File: config.mk
export PLATFORM = sky130hd
export DESIGN_NAME = mvc_move_cmd
export DESIGN_NICKNAME = d
export VERILOG_FILES = /design/src/hw/mvc_pkg.sv /design/src/hw/mvc_move_cmd.sv /design/src/hw/mvc_hex_dec.sv /design/src/hw/mvc_resp_tx.sv
export SDC_FILE = /design/constraint.sdc
export NUM_CORES = 1
export LEC_CHECK = 0
export BUFFER_PORTS_ARGS = -buffer_cell sky130_fd_sc_hd__buf_2
export CORE_MARGIN = 2
export CORE_UTILIZATION = 55
export DETAILED_ROUTE_END_ITERATION = 10
export GPL_TIMING_DRIVEN = 0
export PLACE_DENSITY = 0.81
export SLEW_MARGIN = 20
export SYNTH_ARGS = -nofsm -noshare
export SYNTH_HDL_FRONTEND = slang
export SYNTH_HIERARCHICAL = 1
export SYNTH_SLANG_ARGS = --single-unit
File: constraint.sdc
create_clock -name sys_clk -period 5.36 [get_ports sys_clk]
set_input_delay 0.268 -clock sys_clk [delete_from_list [all_inputs] [get_ports sys_clk]]
set_output_delay 0.268 -clock sys_clk [all_outputs]
set_load 0.01 [all_outputs]
File: src/hw/mvc_pkg.sv
// Constants and types shared by the numeric move command write block.
// Assumes one 100 MHz clock and a character stream already framed by a UART.
package mvc_pkg;

   ////////////////////////////////////////////////////////////////////////////
   // Frame characters and codes
   localparam logic [7:0] CH_COLON = 8'h3A;
   localparam logic [7:0] CH_CR = 8'h0D;
   localparam logic [7:0] CH_LF = 8'h0A;
   localparam logic [7:0] FUNC_WRITE_MULTI = 8'h10;
   localparam logic [7:0] ADDR_BROADCAST = 8'h00;
   localparam logic [7:0] ADDR_AXIS_OFFSET = 8'h01;
   localparam logic [8:0] MAX_FRAME_CHARS = 9'h100;
   localparam logic [4:0] RESP_CHARS = 5'h11;
   localparam logic [7:0] HDR_BYTES = 8'h07;
   localparam logic [7:0] TAIL_BYTES = 8'h08;

   ////////////////////////////////////////////////////////////////////////////
   // Register window, word indices from the base address
   localparam logic [15:0] REG_BASE = 16'h9900;
   localparam int NUM_WORDS = 9;
   localparam logic [15:0] NUM_WORDS_16 = 16'h0009;
   localparam int W_POS_HI = 0;
   localparam int W_POS_LO = 1;
   localparam int W_BAND_HI = 2;
   localparam int W_BAND_LO = 3;
   localparam int W_SPD_HI = 4;
   localparam int W_SPD_LO = 5;
   localparam int W_ACC = 6;
   localparam int W_CUR = 7;
   localparam int W_FLAGS = 8;
   localparam logic [8:0] START_MASK = 9'h0E2;
   localparam logic [15:0] WORD_RST = 16'h0000;
   localparam logic [15:0] FLAGS_RST = 16'h0000;
   localparam int FLAG_PUSH_BIT = 1;

   ////////////////////////////////////////////////////////////////////////////
   // Value limits, units of 0.01 mm, 0.01 mm/s and 0.01 G
   localparam logic [31:0] POS_MIN = 32'hFFF0_BDC1;
   localparam logic [31:0] POS_MAX = 32'h000F_423F;
   localparam logic [31:0] VAL_MIN = 32'h0000_0001;
   localparam logic [31:0] VAL_MAX = 32'h000F_423F;
   localparam logic [15:0] ACC_MIN = 16'h0001;
   localparam logic [15:0] ACC_MAX = 16'h012C;
   localparam logic [31:0] SOFT_MARGIN = 32'h0000_0014;

   typedef enum logic [1:0] {MVC_IDLE, MVC_BODY, MVC_TRAIL} mvc_state_e;

endpackage

File: src/hw/mvc_move_cmd.sv
// Numeric move command write: parses ASCII write-multiple queries into the
// move command registers, echoes, and issues move starts to the motion engine.
// Assumes rx/tx characters come from a UART on sys_clk; limits are static.
// Notes on behaviour
// (RL1) Query fields in order, at most 256 characters
// (RL2) Address is axis plus one; zero is broadcast
// (RL3) Byte count equals twice the register count
// (RL4) Reply echoes header fields, 17 characters total
// (RL5) Target position absolute, 0.01 mm, bounded range
// (RL6) Negative target sent as two's complement
// (RL7) Beyond soft limit: stop 0.2 mm short
// (RL8) Rotary index axis: clamp exactly to limit
// (RL9) Target lower word write starts a move
// (RL10) Band is tolerance or push band per flag
// (RL11) Band write alone starts nothing
// (RL12) Band no smaller than lead per pulse; code only checks 1 to 999999
// (RL13) Speed in 0.01 mm/s, 1 to 999999
// (RL14) Speed over maximum alarms at move start
// (RL15) Speed lower word write starts or updates move
// (RL16) Acceleration in 0.01 G, 1 to 300
// (RL17) Acceleration over maximum alarms at move start
// (RL18) Acceleration write starts or updates move
// (RL19) Push current within its model range; code applies it unchecked
// (RL20) Push current write starts or updates push
// (RL21) Current percent scaled by 255
// (RL22) Control flags return to default after moves
// (RL23) Flag bit 1 selects push motion
// (RL24) Bad LRC discarded; broadcast gets no reply
// (RL25) Whole query applied before start evaluation
module mvc_move_cmd (
   // Clock and reset
   input wire logic sys_clk,
   input wire logic rst_b,
   // Received characters
   input wire logic [7:0] rx_char,
   input wire logic rx_valid,
   // Response characters
   output logic [7:0] tx_char,
   output logic tx_valid,
   input wire logic tx_ready,
   // Axis settings
   input wire logic [3:0] axis_num,
   input wire logic [31:0] soft_limit_lo,
   input wire logic [31:0] soft_limit_hi,
   input wire logic rotary_index,
   input wire logic [31:0] max_speed,
   input wire logic [15:0] max_accel,
   // Motion engine
   input wire logic move_done,
   input wire logic [31:0] current_pos,
   output logic move_start,
   output logic [31:0] target_position,
   output logic [31:0] positioning_band,
   output logic [31:0] move_speed,
   output logic [15:0] move_acceleration,
   output logic [15:0] push_current_limit,
   output logic [15:0] motion_control_flags,
   output logic push_mode,
   output logic in_position,
   // Alarms
   output logic speed_alarm,
   output logic accel_alarm
);

   mvc_pkg::mvc_state_e state_r;
   logic [3:0] nib;
   logic is_hex;
   logic half_r;
   logic [3:0] hi_r;
   logic byte_v;
   logic [7:0] rx_byte;
   logic [7:0] byte_idx_r;
   logic [8:0] char_cnt_r;
   logic bad_r;
   logic [7:0] lrc_r;
   logic [7:0] addr_r;
   logic [7:0] func_r;
   logic [7:0] bc_r;
   logic [15:0] sa_r;
   logic [15:0] cnt_r;
   logic [7:0] dhi_r;
   logic [15:0] stage_r [mvc_pkg::NUM_WORDS];
   logic [8:0] mask_r;
   logic [15:0] word_r [mvc_pkg::NUM_WORDS];
   logic [15:0] nv [mvc_pkg::NUM_WORDS];
   logic [7:0] dk;
   logic in_data;
   logic [15:0] widx;
   logic is_colon;
   logic frame_end;
   logic addr_match;
   logic vals_ok;
   logic frame_ok;
   logic commit;
   logic eval_r;
   logic trig_r;
   logic [31:0] tgt;
   logic [31:0] tgt_clamped;
   logic [31:0] cmd_target_r;
   logic move_start_r;
   logic spd_alarm_r;
   logic acc_alarm_r;
   logic in_pos_r;
   logic [31:0] pos_diff;
   logic [31:0] pos_abs;

   mvc_hex_dec u_hex (
      .ch(rx_char),
      .nib(nib),
      .is_hex(is_hex)
   );

   ////////////////////////////////////////////////////////////////////////////
   // Character framing
   assign is_colon = rx_valid && rx_char == mvc_pkg::CH_COLON;
   assign byte_v = rx_valid && state_r == mvc_pkg::MVC_BODY && is_hex && half_r;
   assign rx_byte = {hi_r, nib};
   assign frame_end = rx_valid && state_r == mvc_pkg::MVC_TRAIL
                      && rx_char == mvc_pkg::CH_LF;

   always_ff @(posedge sys_clk or negedge rst_b) begin
      if (!rst_b) begin
         state_r <= mvc_pkg::MVC_IDLE;
         half_r <= 1'b0;
         hi_r <= 4'h0;
         byte_idx_r <= 8'h00;
         char_cnt_r <= 9'h000;
      end else if (is_colon) begin
         // A header always restarts, so a torn frame cannot swallow the next
         state_r <= mvc_pkg::MVC_BODY;
         half_r <= 1'b0;
         byte_idx_r <= 8'h00;
         char_cnt_r <= 9'h001;
      end else if (rx_valid) begin
         if (char_cnt_r != 9'h1FF) begin
            char_cnt_r <= 9'(char_cnt_r + 9'h001);
         end
         case (state_r)
            mvc_pkg::MVC_BODY: begin
               if (is_hex) begin
                  half_r <= !half_r;
                  hi_r <= nib;
                  if (half_r) begin
                     byte_idx_r <= 8'(byte_idx_r + 8'h01);
                  end
               end else if (rx_char == mvc_pkg::CH_CR) begin
                  state_r <= mvc_pkg::MVC_TRAIL;
               end else begin
                  state_r <= mvc_pkg::MVC_IDLE;
               end
            end
            mvc_pkg::MVC_TRAIL: state_r <= mvc_pkg::MVC_IDLE;
            default: state_r <= mvc_pkg::MVC_IDLE;
         endcase
      end
   end

   ////////////////////////////////////////////////////////////////////////////
   // Header fields, LRC sum and frame faults
   assign dk = 8'(byte_idx_r - mvc_pkg::HDR_BYTES);
   assign in_data = byte_idx_r >= mvc_pkg::HDR_BYTES
                    && {9'h000, dk} < {cnt_r, 1'b0};
   assign widx = 16'(sa_r - mvc_pkg::REG_BASE + {9'h000, dk[7:1]});

   always_ff @(posedge sys_clk or negedge rst_b) begin
      if (!rst_b) begin
         addr_r <= 8'h00;
         func_r <= 8'h00;
         sa_r <= 16'h0000;
         cnt_r <= 16'h0000;
         bc_r <= 8'h00;
         dhi_r <= 8'h00;
         lrc_r <= 8'h00;
         bad_r <= 1'b0;
      end else if (is_colon) begin
         lrc_r <= 8'h00;
         bad_r <= 1'b0;
      end else if (byte_v) begin
         lrc_r <= 8'(lrc_r + rx_byte);
         case (byte_idx_r)
            8'h00: addr_r <= rx_byte;
            8'h01: func_r <= rx_byte;
            8'h02: sa_r[15:8] <= rx_byte;
            8'h03: sa_r[7:0] <= rx_byte;
            8'h04: cnt_r[15:8] <= rx_byte;
            8'h05: cnt_r[7:0] <= rx_byte;
            8'h06: bc_r <= rx_byte;
            default: dhi_r <= rx_byte;
         endcase
         if (in_data && sa_r < mvc_pkg::REG_BASE) begin
            bad_r <= 1'b1;
         end
         if (in_data && widx >= mvc_pkg::NUM_WORDS_16) begin
            bad_r <= 1'b1;
         end
      end else if (rx_valid && char_cnt_r >= mvc_pkg::MAX_FRAME_CHARS) begin
         bad_r <= 1'b1; // see RL1
      end
   end

   ////////////////////////////////////////////////////////////////////////////
   // Staging: data sits here until the whole query has checked out
   always_ff @(posedge sys_clk or negedge rst_b) begin
      if (!rst_b) begin
         mask_r <= 9'h000;
         for (int i = 0; i < mvc_pkg::NUM_WORDS; i++) begin
            stage_r[i] <= mvc_pkg::WORD_RST;
         end
      end else if (is_colon) begin
         mask_r <= 9'h000;
      end else if (byte_v && in_data && dk[0] && widx < mvc_pkg::NUM_WORDS_16) begin
         stage_r[widx[3:0]] <= {dhi_r, rx_byte};
         mask_r[widx[3:0]] <= 1'b1;
      end
   end

   ////////////////////////////////////////////////////////////////////////////
   // Frame acceptance
   assign addr_match = addr_r == 8'({4'h0, axis_num} + mvc_pkg::ADDR_AXIS_OFFSET)
                       || addr_r == mvc_pkg::ADDR_BROADCAST; // see RL2

   always_comb begin
      vals_ok = 1'b1;
      if ((mask_r[mvc_pkg::W_POS_HI] || mask_r[mvc_pkg::W_POS_LO])
          && ($signed({nv[mvc_pkg::W_POS_HI], nv[mvc_pkg::W_POS_LO]})
              < $signed(mvc_pkg::POS_MIN)
              || $signed({nv[mvc_pkg::W_POS_HI], nv[mvc_pkg::W_POS_LO]})
              > $signed(mvc_pkg::POS_MAX))) begin
         vals_ok = 1'b0; // see RL5 see RL6
      end
      if ((mask_r[mvc_pkg::W_BAND_HI] || mask_r[mvc_pkg::W_BAND_LO])
          && ({nv[mvc_pkg::W_BAND_HI], nv[mvc_pkg::W_BAND_LO]} < mvc_pkg::VAL_MIN
              || {nv[mvc_pkg::W_BAND_HI], nv[mvc_pkg::W_BAND_LO]} > mvc_pkg::VAL_MAX)) begin
         vals_ok = 1'b0; // see RL10
      end
      if ((mask_r[mvc_pkg::W_SPD_HI] || mask_r[mvc_pkg::W_SPD_LO])
          && ({nv[mvc_pkg::W_SPD_HI], nv[mvc_pkg::W_SPD_LO]} < mvc_pkg::VAL_MIN
              || {nv[mvc_pkg::W_SPD_HI], nv[mvc_pkg::W_SPD_LO]} > mvc_pkg::VAL_MAX)) begin
         vals_ok = 1'b0; // see RL13
      end
      if (mask_r[mvc_pkg::W_ACC] && (nv[mvc_pkg::W_ACC] < mvc_pkg::ACC_MIN
                                     || nv[mvc_pkg::W_ACC] > mvc_pkg::ACC_MAX)) begin
         vals_ok = 1'b0; // see RL16
      end
   end

   // Byte count must match twice the count and the actual data length
   assign frame_ok = !bad_r && lrc_r == 8'h00 // see RL24
                     && func_r == mvc_pkg::FUNC_WRITE_MULTI && addr_match
                     && cnt_r != 16'h0000 && cnt_r <= mvc_pkg::NUM_WORDS_16
                     && {8'h00, bc_r} == {cnt_r[14:0], 1'b0} // see RL3
                     && byte_idx_r == 8'(bc_r + mvc_pkg::TAIL_BYTES) // see RL1
                     && vals_ok;
   assign commit = frame_end && frame_ok;

   ////////////////////////////////////////////////////////////////////////////
   // Live registers, all words of one query land in the same edge
   for (genvar g = 0; g < mvc_pkg::NUM_WORDS; g++) begin : g_word
      assign nv[g] = mask_r[g] ? stage_r[g] : word_r[g];
      always_ff @(posedge sys_clk or negedge rst_b) begin
         if (!rst_b) begin
            word_r[g] <= (g == mvc_pkg::W_FLAGS) ? mvc_pkg::FLAGS_RST : mvc_pkg::WORD_RST;
         end else if (commit && mask_r[g]) begin
            word_r[g] <= stage_r[g]; // see RL25
         end else if (g == mvc_pkg::W_FLAGS && move_done) begin
            word_r[g] <= mvc_pkg::FLAGS_RST; // see RL22
         end
      end
   end

   assign positioning_band = {word_r[mvc_pkg::W_BAND_HI], word_r[mvc_pkg::W_BAND_LO]};
   assign move_speed = {word_r[mvc_pkg::W_SPD_HI], word_r[mvc_pkg::W_SPD_LO]};
   assign move_acceleration = word_r[mvc_pkg::W_ACC];
   assign push_current_limit = word_r[mvc_pkg::W_CUR]; // see RL19 see RL21
   assign motion_control_flags = word_r[mvc_pkg::W_FLAGS];
   assign push_mode = word_r[mvc_pkg::W_FLAGS][mvc_pkg::FLAG_PUSH_BIT]; // see RL23

   ////////////////////////////////////////////////////////////////////////////
   // Start evaluation one edge after commit, on the fully updated registers
   always_ff @(posedge sys_clk or negedge rst_b) begin
      if (!rst_b) begin
         eval_r <= 1'b0;
         trig_r <= 1'b0;
      end else begin
         eval_r <= commit; // see RL25
         // Band or flag words alone never start (see RL11)
         trig_r <= commit && |(mask_r & mvc_pkg::START_MASK); // see RL9 see RL15
      end
   end

   assign tgt = {word_r[mvc_pkg::W_POS_HI], word_r[mvc_pkg::W_POS_LO]};

   always_comb begin
      tgt_clamped = tgt;
      if ($signed(tgt) > $signed(soft_limit_hi)) begin
         tgt_clamped = rotary_index ? soft_limit_hi // see RL8
                                    : 32'(soft_limit_hi - mvc_pkg::SOFT_MARGIN); // see RL7
      end else if ($signed(tgt) < $signed(soft_limit_lo)) begin
         tgt_clamped = rotary_index ? soft_limit_lo // see RL8
                                    : 32'(soft_limit_lo + mvc_pkg::SOFT_MARGIN); // see RL7
      end
   end

   // Speed, acceleration and current writes also reach a running move through
   // the same start pulse; the engine retargets rather than restarts.
   always_ff @(posedge sys_clk or negedge rst_b) begin
      if (!rst_b) begin
         move_start_r <= 1'b0;
         spd_alarm_r <= 1'b0;
         acc_alarm_r <= 1'b0;
         cmd_target_r <= 32'h0000_0000;
      end else begin
         move_start_r <= 1'b0;
         spd_alarm_r <= 1'b0;
         acc_alarm_r <= 1'b0;
         if (eval_r && trig_r) begin
            spd_alarm_r <= move_speed > max_speed; // see RL14
            acc_alarm_r <= move_acceleration > max_accel; // see RL17
            if (move_speed <= max_speed && move_acceleration <= max_accel) begin
               move_start_r <= 1'b1; // see RL9 see RL15 see RL18 see RL20
               cmd_target_r <= tgt_clamped;
            end
         end
      end
   end

   assign move_start = move_start_r;
   assign speed_alarm = spd_alarm_r;
   assign accel_alarm = acc_alarm_r;
   assign target_position = cmd_target_r;

   ////////////////////////////////////////////////////////////////////////////
   // Position complete: band is the tolerance only outside push motion
   assign pos_diff = 32'(current_pos - cmd_target_r);
   assign pos_abs = pos_diff[31] ? 32'(32'h0000_0000 - pos_diff) : pos_diff;

   always_ff @(posedge sys_clk or negedge rst_b) begin
      if (!rst_b) begin
         in_pos_r <= 1'b0;
      end else begin
         in_pos_r <= !push_mode && pos_abs <= positioning_band; // see RL10
      end
   end

   assign in_position = in_pos_r;

   ////////////////////////////////////////////////////////////////////////////
   // Echo, suppressed for broadcast
   mvc_resp_tx u_tx (
      .sys_clk(sys_clk),
      .rst_b(rst_b),
      .go(commit && addr_r != mvc_pkg::ADDR_BROADCAST), // see RL24 see RL4
      .addr(addr_r),
      .func(func_r),
      .start_addr(sa_r),
      .reg_count(cnt_r),
      .busy(),
      .tx_char(tx_char),
      .tx_valid(tx_valid),
      .tx_ready(tx_ready)
   );

endmodule // mvc_move_cmd

File: src/hw/mvc_hex_dec.sv
// ASCII hex character to nibble decoder.
// Assumes the character is stable for the cycle it is flagged valid.
module mvc_hex_dec (
   // Character in
   input wire logic [7:0] ch,
   // Nibble out
   output logic [3:0] nib,
   output logic is_hex
);

   always_comb begin
      nib = 4'h0;
      is_hex = 1'b1;
      if (ch >= 8'h30 && ch <= 8'h39) begin
         nib = 4'(ch - 8'h30);
      end else if (ch >= 8'h41 && ch <= 8'h46) begin
         nib = 4'(ch - 8'h37);
      end else if (ch >= 8'h61 && ch <= 8'h66) begin
         // Lower case accepted too; masters differ here
         nib = 4'(ch - 8'h57);
      end else begin
         is_hex = 1'b0;
      end
   end

endmodule // mvc_hex_dec

File: src/hw/mvc_resp_tx.sv
// Echo response sender: header, address, function, start, count, LRC, CR LF.
// Assumes the consumer takes a character on tx_valid and tx_ready high.
module mvc_resp_tx (
   // Clock and reset
   input wire logic sys_clk,
   input wire logic rst_b,
   // Request
   input wire logic go,
   input wire logic [7:0] addr,
   input wire logic [7:0] func,
   input wire logic [15:0] start_addr,
   input wire logic [15:0] reg_count,
   output logic busy,
   // Character out
   output logic [7:0] tx_char,
   output logic tx_valid,
   input wire logic tx_ready
);

   logic [55:0] shift_r;
   logic [4:0] idx_r;
   logic busy_r;
   logic [7:0] char_r;
   logic [7:0] lrc;
   logic [4:0] idx_nxt;

   function automatic logic [7:0] hex_char(input logic [3:0] n);
      hex_char = (n < 4'hA) ? (8'h30 + {4'h0, n}) : (8'h37 + {4'h0, n});
   endfunction

   assign lrc = 8'(8'h00 - (addr + func + start_addr[15:8] + start_addr[7:0]
                            + reg_count[15:8] + reg_count[7:0]));
   assign idx_nxt = 5'(idx_r + 5'h01);
   assign busy = busy_r;
   assign tx_valid = busy_r;
   assign tx_char = char_r;

   ////////////////////////////////////////////////////////////////////////////
   // Seventeen characters, a fresh LRC over the echoed fields (see RL4)
   always_ff @(posedge sys_clk or negedge rst_b) begin
      if (!rst_b) begin
         busy_r <= 1'b0;
         idx_r <= 5'h00;
         char_r <= 8'h00;
         shift_r <= 56'h0;
      end else if (go && !busy_r) begin
         busy_r <= 1'b1;
         idx_r <= 5'h00;
         char_r <= mvc_pkg::CH_COLON;
         shift_r <= {addr, func, start_addr, reg_count, lrc};
      end else if (busy_r && tx_ready) begin
         idx_r <= idx_nxt;
         if (idx_nxt == mvc_pkg::RESP_CHARS) begin
            busy_r <= 1'b0;
         end else if (idx_nxt == 5'(mvc_pkg::RESP_CHARS - 5'h01)) begin
            char_r <= mvc_pkg::CH_LF;
         end else if (idx_nxt == 5'(mvc_pkg::RESP_CHARS - 5'h02)) begin
            char_r <= mvc_pkg::CH_CR;
         end else begin
            char_r <= hex_char(shift_r[55:52]);
            shift_r <= {shift_r[51:0], 4'h0};
         end
      end
   end

endmodule // mvc_resp_tx

# After elaboration in Yosys (flattened, before gate mapping)
# Cells that the tools add are included.
dict set report word_totals {
  word_cells 301
  regBits 502
  inputBits 162
}
dict set report op_classes {
  order_cmp 33
  mux 75
  addsub 24
  eq_ne 24
  n_reduce_logical 96
  bitwise_logic 4
}
# op n
set ops {}
lappend ops {{56-bit two-way mux} 5}
lappend ops {{16-bit two-way mux} 10}
lappend ops {{32-bit two-way mux} 5}
lappend ops {{144-bit bitwise mux} 1}
lappend ops {{8-bit two-way mux} 13}
lappend ops {{16-bit demux with 4-bit select} 1}
lappend ops {{32-bit by 20-bit greater-than comparator with 1-bit output (second input constant)} 2}
lappend ops {{32-bit greater-than comparator} 2}
lappend ops {{32-bit <= comparator} 2}
lappend ops {{32-bit by 1-bit less-than comparator with 1-bit output (second input constant)} 2}
lappend ops {{8-bit adder} 6}
lappend ops {{1-bit logical AND} 47}
lappend ops {{9-bit two-way mux} 5}
lappend ops {{32-bit by 5-bit adder with 32-bit output (second input constant)} 1}
lappend ops {{32-bit by 21-bit greater-than comparator with 1-bit output (second input constant)} 1}
lappend ops {{32-bit by 21-bit less-than comparator with 1-bit output (second input constant)} 1}
lappend ops {{32-bit less-than comparator} 1}
lappend ops {{1-bit by 32-bit subtractor with 32-bit output (first input constant)} 1}
lappend ops {{32-bit subtractor} 1}
lappend ops {{32-bit by 5-bit subtractor with 32-bit output (second input constant)} 1}
lappend ops {{3-bit AND reduction} 9}
lappend ops {{8-bit by 3-bit equality test with 1-bit output (second input constant)} 3}
lappend ops {{8-bit logical NOT} 3}
lappend ops {{1-bit two-way mux} 24}
lappend ops {{other kinds (65)} 109}

# Longest topological paths before layout
dict set report logic_depth {
  word_depth 14
  depth_mapped 25
  depth_no_buf 24
}

# By module
# Netlist, hierarchy kept.
# mod instances seq_area_each_um2 cells_each area_each_um2
set by_module_without_submodules {}
lappend by_module_without_submodules {mvc_move_cmd 1 10810.4 2676 26928.3}
lappend by_module_without_submodules {mvc_resp_tx 1 1726.7 483 4350.4}
lappend by_module_without_submodules {mvc_hex_dec 1 0.0 25 203.9}

# Worst setup path before layout
# No wires, ideal clock.
dict set report synth_timing {
  path_type {register -> register}
  startpoint {register cmd_target_r[12] (netlist: target_position[12])}
  endpoint {register in_pos_r (netlist: in_position)}
  setup_time_ns 0.095
  t_arrival_ns 4.648
  n_path_buf 2
  stages_incl_launch_ff 25
  path_slack_ns 0.617
  path_cell_list {dfrtp_1 -> inv_1 -> ha_1 -> clkbuf_1 -> a21o_1 -> a311oi_2 -> a21oi_1 -> or2_2 -> a211o_1 -> a21oi_1 -> xnor2_1 -> clkbuf_1 -> o21ai_0 -> xnor2_1 -> ha_1 -> a21o_1 -> a21o_1 -> a21o_1 -> a21oi_1 -> nor2b_1 -> o21ai_0 -> a21oi_1 -> o221ai_1 -> o211ai_1 -> o31ai_1}
}
dict set report synth_between {
  elab_chain_cells 5
}
# item line
set synth_rtl {}
lappend synth_rtl {{start: declaration} mvc_move_cmd.sv:99} ;# logic [31:0] cmd_target_r;
lappend synth_rtl {{start signal: assignment} mvc_move_cmd.sv:321} ;# cmd_target_r <= tgt_clamped;
lappend synth_rtl {{32-bit subtractor (*)} mvc_move_cmd.sv:334} ;# assign pos_diff = 32'(current_pos - cmd_target_r);
lappend synth_rtl {{1-bit by 32-bit subtractor with 32-bit output} mvc_move_cmd.sv:335} ;# assign pos_abs = pos_diff[31] ? 32'(32'h0000_0000 - pos_diff) : pos_diff;
lappend synth_rtl {{32-bit two-way mux (*)} mvc_move_cmd.sv:335}
lappend synth_rtl {{32-bit <= comparator (*)} mvc_move_cmd.sv:341} ;# in_pos_r <= !push_mode && pos_abs <= positioning_band;
lappend synth_rtl {{1-bit logical AND (*)} mvc_move_cmd.sv:341}
lappend synth_rtl {{end signal: assignment} mvc_move_cmd.sv:341}
lappend synth_rtl {{end: declaration} mvc_move_cmd.sv:103} ;# logic in_pos_r;
# Mark *: on every way between the ends. The rest lies on a longest branch, timed or not.
# A chain may end at the register's enable or synchronous reset.

# Final worst setup path
dict set report layout_timing {
  startpoint {register cmd_target_r[0] (netlist: target_position[0])}
  endpoint {register in_pos_r (netlist: in_position)}
}
# The elaborated chain is that of the path after synthesis.

==> metrics.txt <==
dominant cells by area after synthesis=dfrtp_1 (40%), mux2_2 (11%), ha_1 (9.0%); die height=between 200 and 250 µm; Clock Path Buffers=3; via count=about 26,000; Leakage=approximately 18 nW; Hold Crit Class=in -> reg; CTS buffer count=52; status=complete, no violations; nets=3,982; Relative slew margins=roughly 30%; final setup vio count=0; Yosys top cell area share=39.8%; CTS root buf=clkbuf_16; TritonCTS clock tree=yes; worst path cell trace=ha_1, fa_1, nor2b_2, o31ai_1, a211o_1, and2_1, o21ai_1, xor2_2, nor4_4, nand4b_1, o21ai_1, xnor2_1, ha_1, a21o_1, a21o_1, a21o_1, a21oi_1, nor2b_1, o21ai_0, a21oi_1, o221ai_1, o211ai_1, o31ai_1; Top Ports=320; critical path required time=just under 6 ns; via/cell ratio=~6.0; Clock Skews=approximately 0.044 ns; largest net degree at the start of global routing=a little under 100; period utilization=96.9%; IO buf count=between 300 and 400; VDD IR max=roughly 0.27 mV; Starting Density=between 50% and 60%; Yosys warnings=6; residual DRC count=0; core footprint=roughly 56,000 µm²; vias in the first global route=between 20,000 and 30,000; Reg2Reg Setup Slack=between 0.15 and 0.2 ns; post-synthesis async set-or-reset flop share=100%; area grow syn2layout=15.1%; Sum Neg Setup Slack=0 ns; Most common cell on crit path=a21o_1; clock-pin transition on the worst setup and hold timing paths=~0.07 ns; Routed Antenna Nets=0; H-tree levels=2; clock sinks=about 500; post-synthesis instance total=between 3,000 and 4,000; PwrDens=253 nW/µm²; Post-synth EDFFs=0; share of layout cells above drive strength 1=22.7%; DRT iter0 DRCs=2,200; Final Non-Filler Cells=4,367; Yosys top cell by area=dfrtp_1; Seq/Total Area, Yosys=between 30% and 40%; Max Clock Freq=between 150 and 200 MHz; Crit path max-delay family=compound AO/OA/AOI/OAI gates; crit path DAT=around 5.7 ns; clock latency on the worst-skew pair=0.63 ns; synthesized area=31,500 µm²; crit path time final=approximately 5.2 ns; routed wire length=90.2 mm; hold_ws=approximately 0.036 ns; Mapped Nets=between 3,000 and 4,000; CP Capture Type=flip-flop; measured slew at the worst slew-check pin=between 1 and 1.5 ns; total placed cells including tap cells=4,265; row count=between 80 and 90; Worst Path Max Fanout=3; grt ovf=0; max_cap viols=0; router iterations before antenna repair=5; RePlAce Congestion=0.987; first-pass GRT wire length=around 140 mm; ys flop type=dfrtp_1; average cell area after synthesis=9.89 µm²; WL/cell=between 20 and 25 µm; HPWL Detailed=approximately 68 mm; critical path startpoint category=flip-flop; count of different cell masters after synthesis=97; All-Layer GR Usage=about 30%; crit path buf inv count=0; Slew Limit Fails=0; FF+latch count, synth=501; Die Wd=between 200 and 250 µm; final hold vios=0; critical path's slowest cell=dfrtp_1; Setup Crit Path Kind=reg -> reg; initial antenna violation count=7; DIE AREA=approximately 59,000 µm²; max incr delay on CP=between 0.4 and 0.5 ns
stage by stage:
stage	area (µm²)	utilization [%]	total power, W	worst slack, ns
3_3_place_gp	34000	60.2	0.00532	-6.11
2_1_floorplan	31500	-	0.00486	0.617
4_1_cts	36100	63.9	0.00915	0.0138
3_5_place_dp	34200	60.5	0.00535	-0.442
6_report	36200	64.1	0.00917	0.166
5_1_grt	36200	64.1	0.00954	-0.0370
final cells by class:
type	instances	area [µm²]
antenna	6	15.0
buffer	132	592
clock buffer	66	1440
clock inverter	28	364
fill	4553	20300
inverter	294	1100
multi-input combinational	2252	17400
sequential	501	12500
tap	756	946
timing repair buffer	332	1820
per-layer routing:
metal	routed length (µm)	share of wire [%]	vias up	track usage [%]
met2	41400	46	1072	47.4
met4	3130	3.5	2	11.1
met3	6810	7.5	184	3.78
li1	-	-	12020	-
met1	38900	43	12763	42.5
met5	8	0.0089	-	0
timing repair:
| action | 4_1_cts | 5_1_grt |
|---|---|---|
| hold buffers | 3 | 0 |
| gates resized for setup | 7 | 28 |
| endpoints found under the setup margin | 1 | 1 |
| buffers inserted | 0 | 4 |
| pin swaps | 0 | 6 |
| endpoints found under the hold margin | 80 | 0 |
where the power goes:
part           internal (W)  switching, W
clock               0.00218       0.00163
sequential          0.00383     0.0000418
combinational      0.000583      0.000911
total               0.00659       0.00258
flip-flops by register name, summed over array words and instances, names as in the netlist, 9 cells and up:
signal / count
stage_r: 144
u_tx/shift_r: 56
move_speed: 32
positioning_band: 32
target_position: 32
tgt: 32
cnt_r: 16
motion_control_flags: 16
move_acceleration: 16
push_current_limit: 16
sa_r: 16
char_cnt_r: 9
mask_r: 9
cell families after synthesis:
family	share of synthesized area (%)
adder cells (fa/ha/maj)	10.8
other	0.0119
XOR/XNOR	4.64
multiplexers	13.2
flip-flops	39.8
AO/OA/AOI/OAI	11.0
buffers and inverters	5.43
AND/OR/NAND/NOR	15.1
final timing paths:
check / from / end / cells after the start
worst max-delay path: target_position[0] / in_position / 23
worst min-delay path: tx_ready / u_tx/idx_r[3] / 3
worst max register to register: target_position[0] / in_position / 23
worst min register to register: u_tx/shift_r[30] / u_tx/shift_r[34] / 2
max in group asynchronous: rst_b / move_speed[10] / 5
min in group asynchronous: rst_b / u_tx/idx_r[3] / 2
cells in the final DEF, fill, tap and decap left out, types with 16 or more instances in the layout:
master,count
a21o_1,44
a21oi_1,115
buf_2,336
clkbuf_1,89
clkbuf_16,52
dfrtp_1,500
fa_1,29
ha_1,226
inv_1,294
mux2_2,298
mux2_4,18
mux2i_1,51
nand2_1,238
nand2b_1,49
nand3_1,167
nand4_1,60
nor2_1,130
nor2b_1,43
nor3_1,54
nor4_1,54
o211ai_1,46
o21a_1,16
o21ai_0,175
o31ai_1,20
or4_1,18
xnor2_1,117
xor2_1,45
worst min-delay path, stage by stage:
cell,delay (ns)
buf_2,0.10
nand2_1,0.15
o31ai_1,0.10
synth_stat cells (all sizes together), types with 45 or more instances:
library cell	n
inv	294
clkbuf	91
nor2	132
ha	226
nand2	238
o211ai	46
nor4	62
nand3	169
mux2i	52
xor2	47
a21oi	120
buf	46
nand2b	49
o21ai	183
xnor2	119
dfrtp	501
nor3	56
nand4	60
mux2	316
a21o	45
Power figures use the tool's default switching activity.
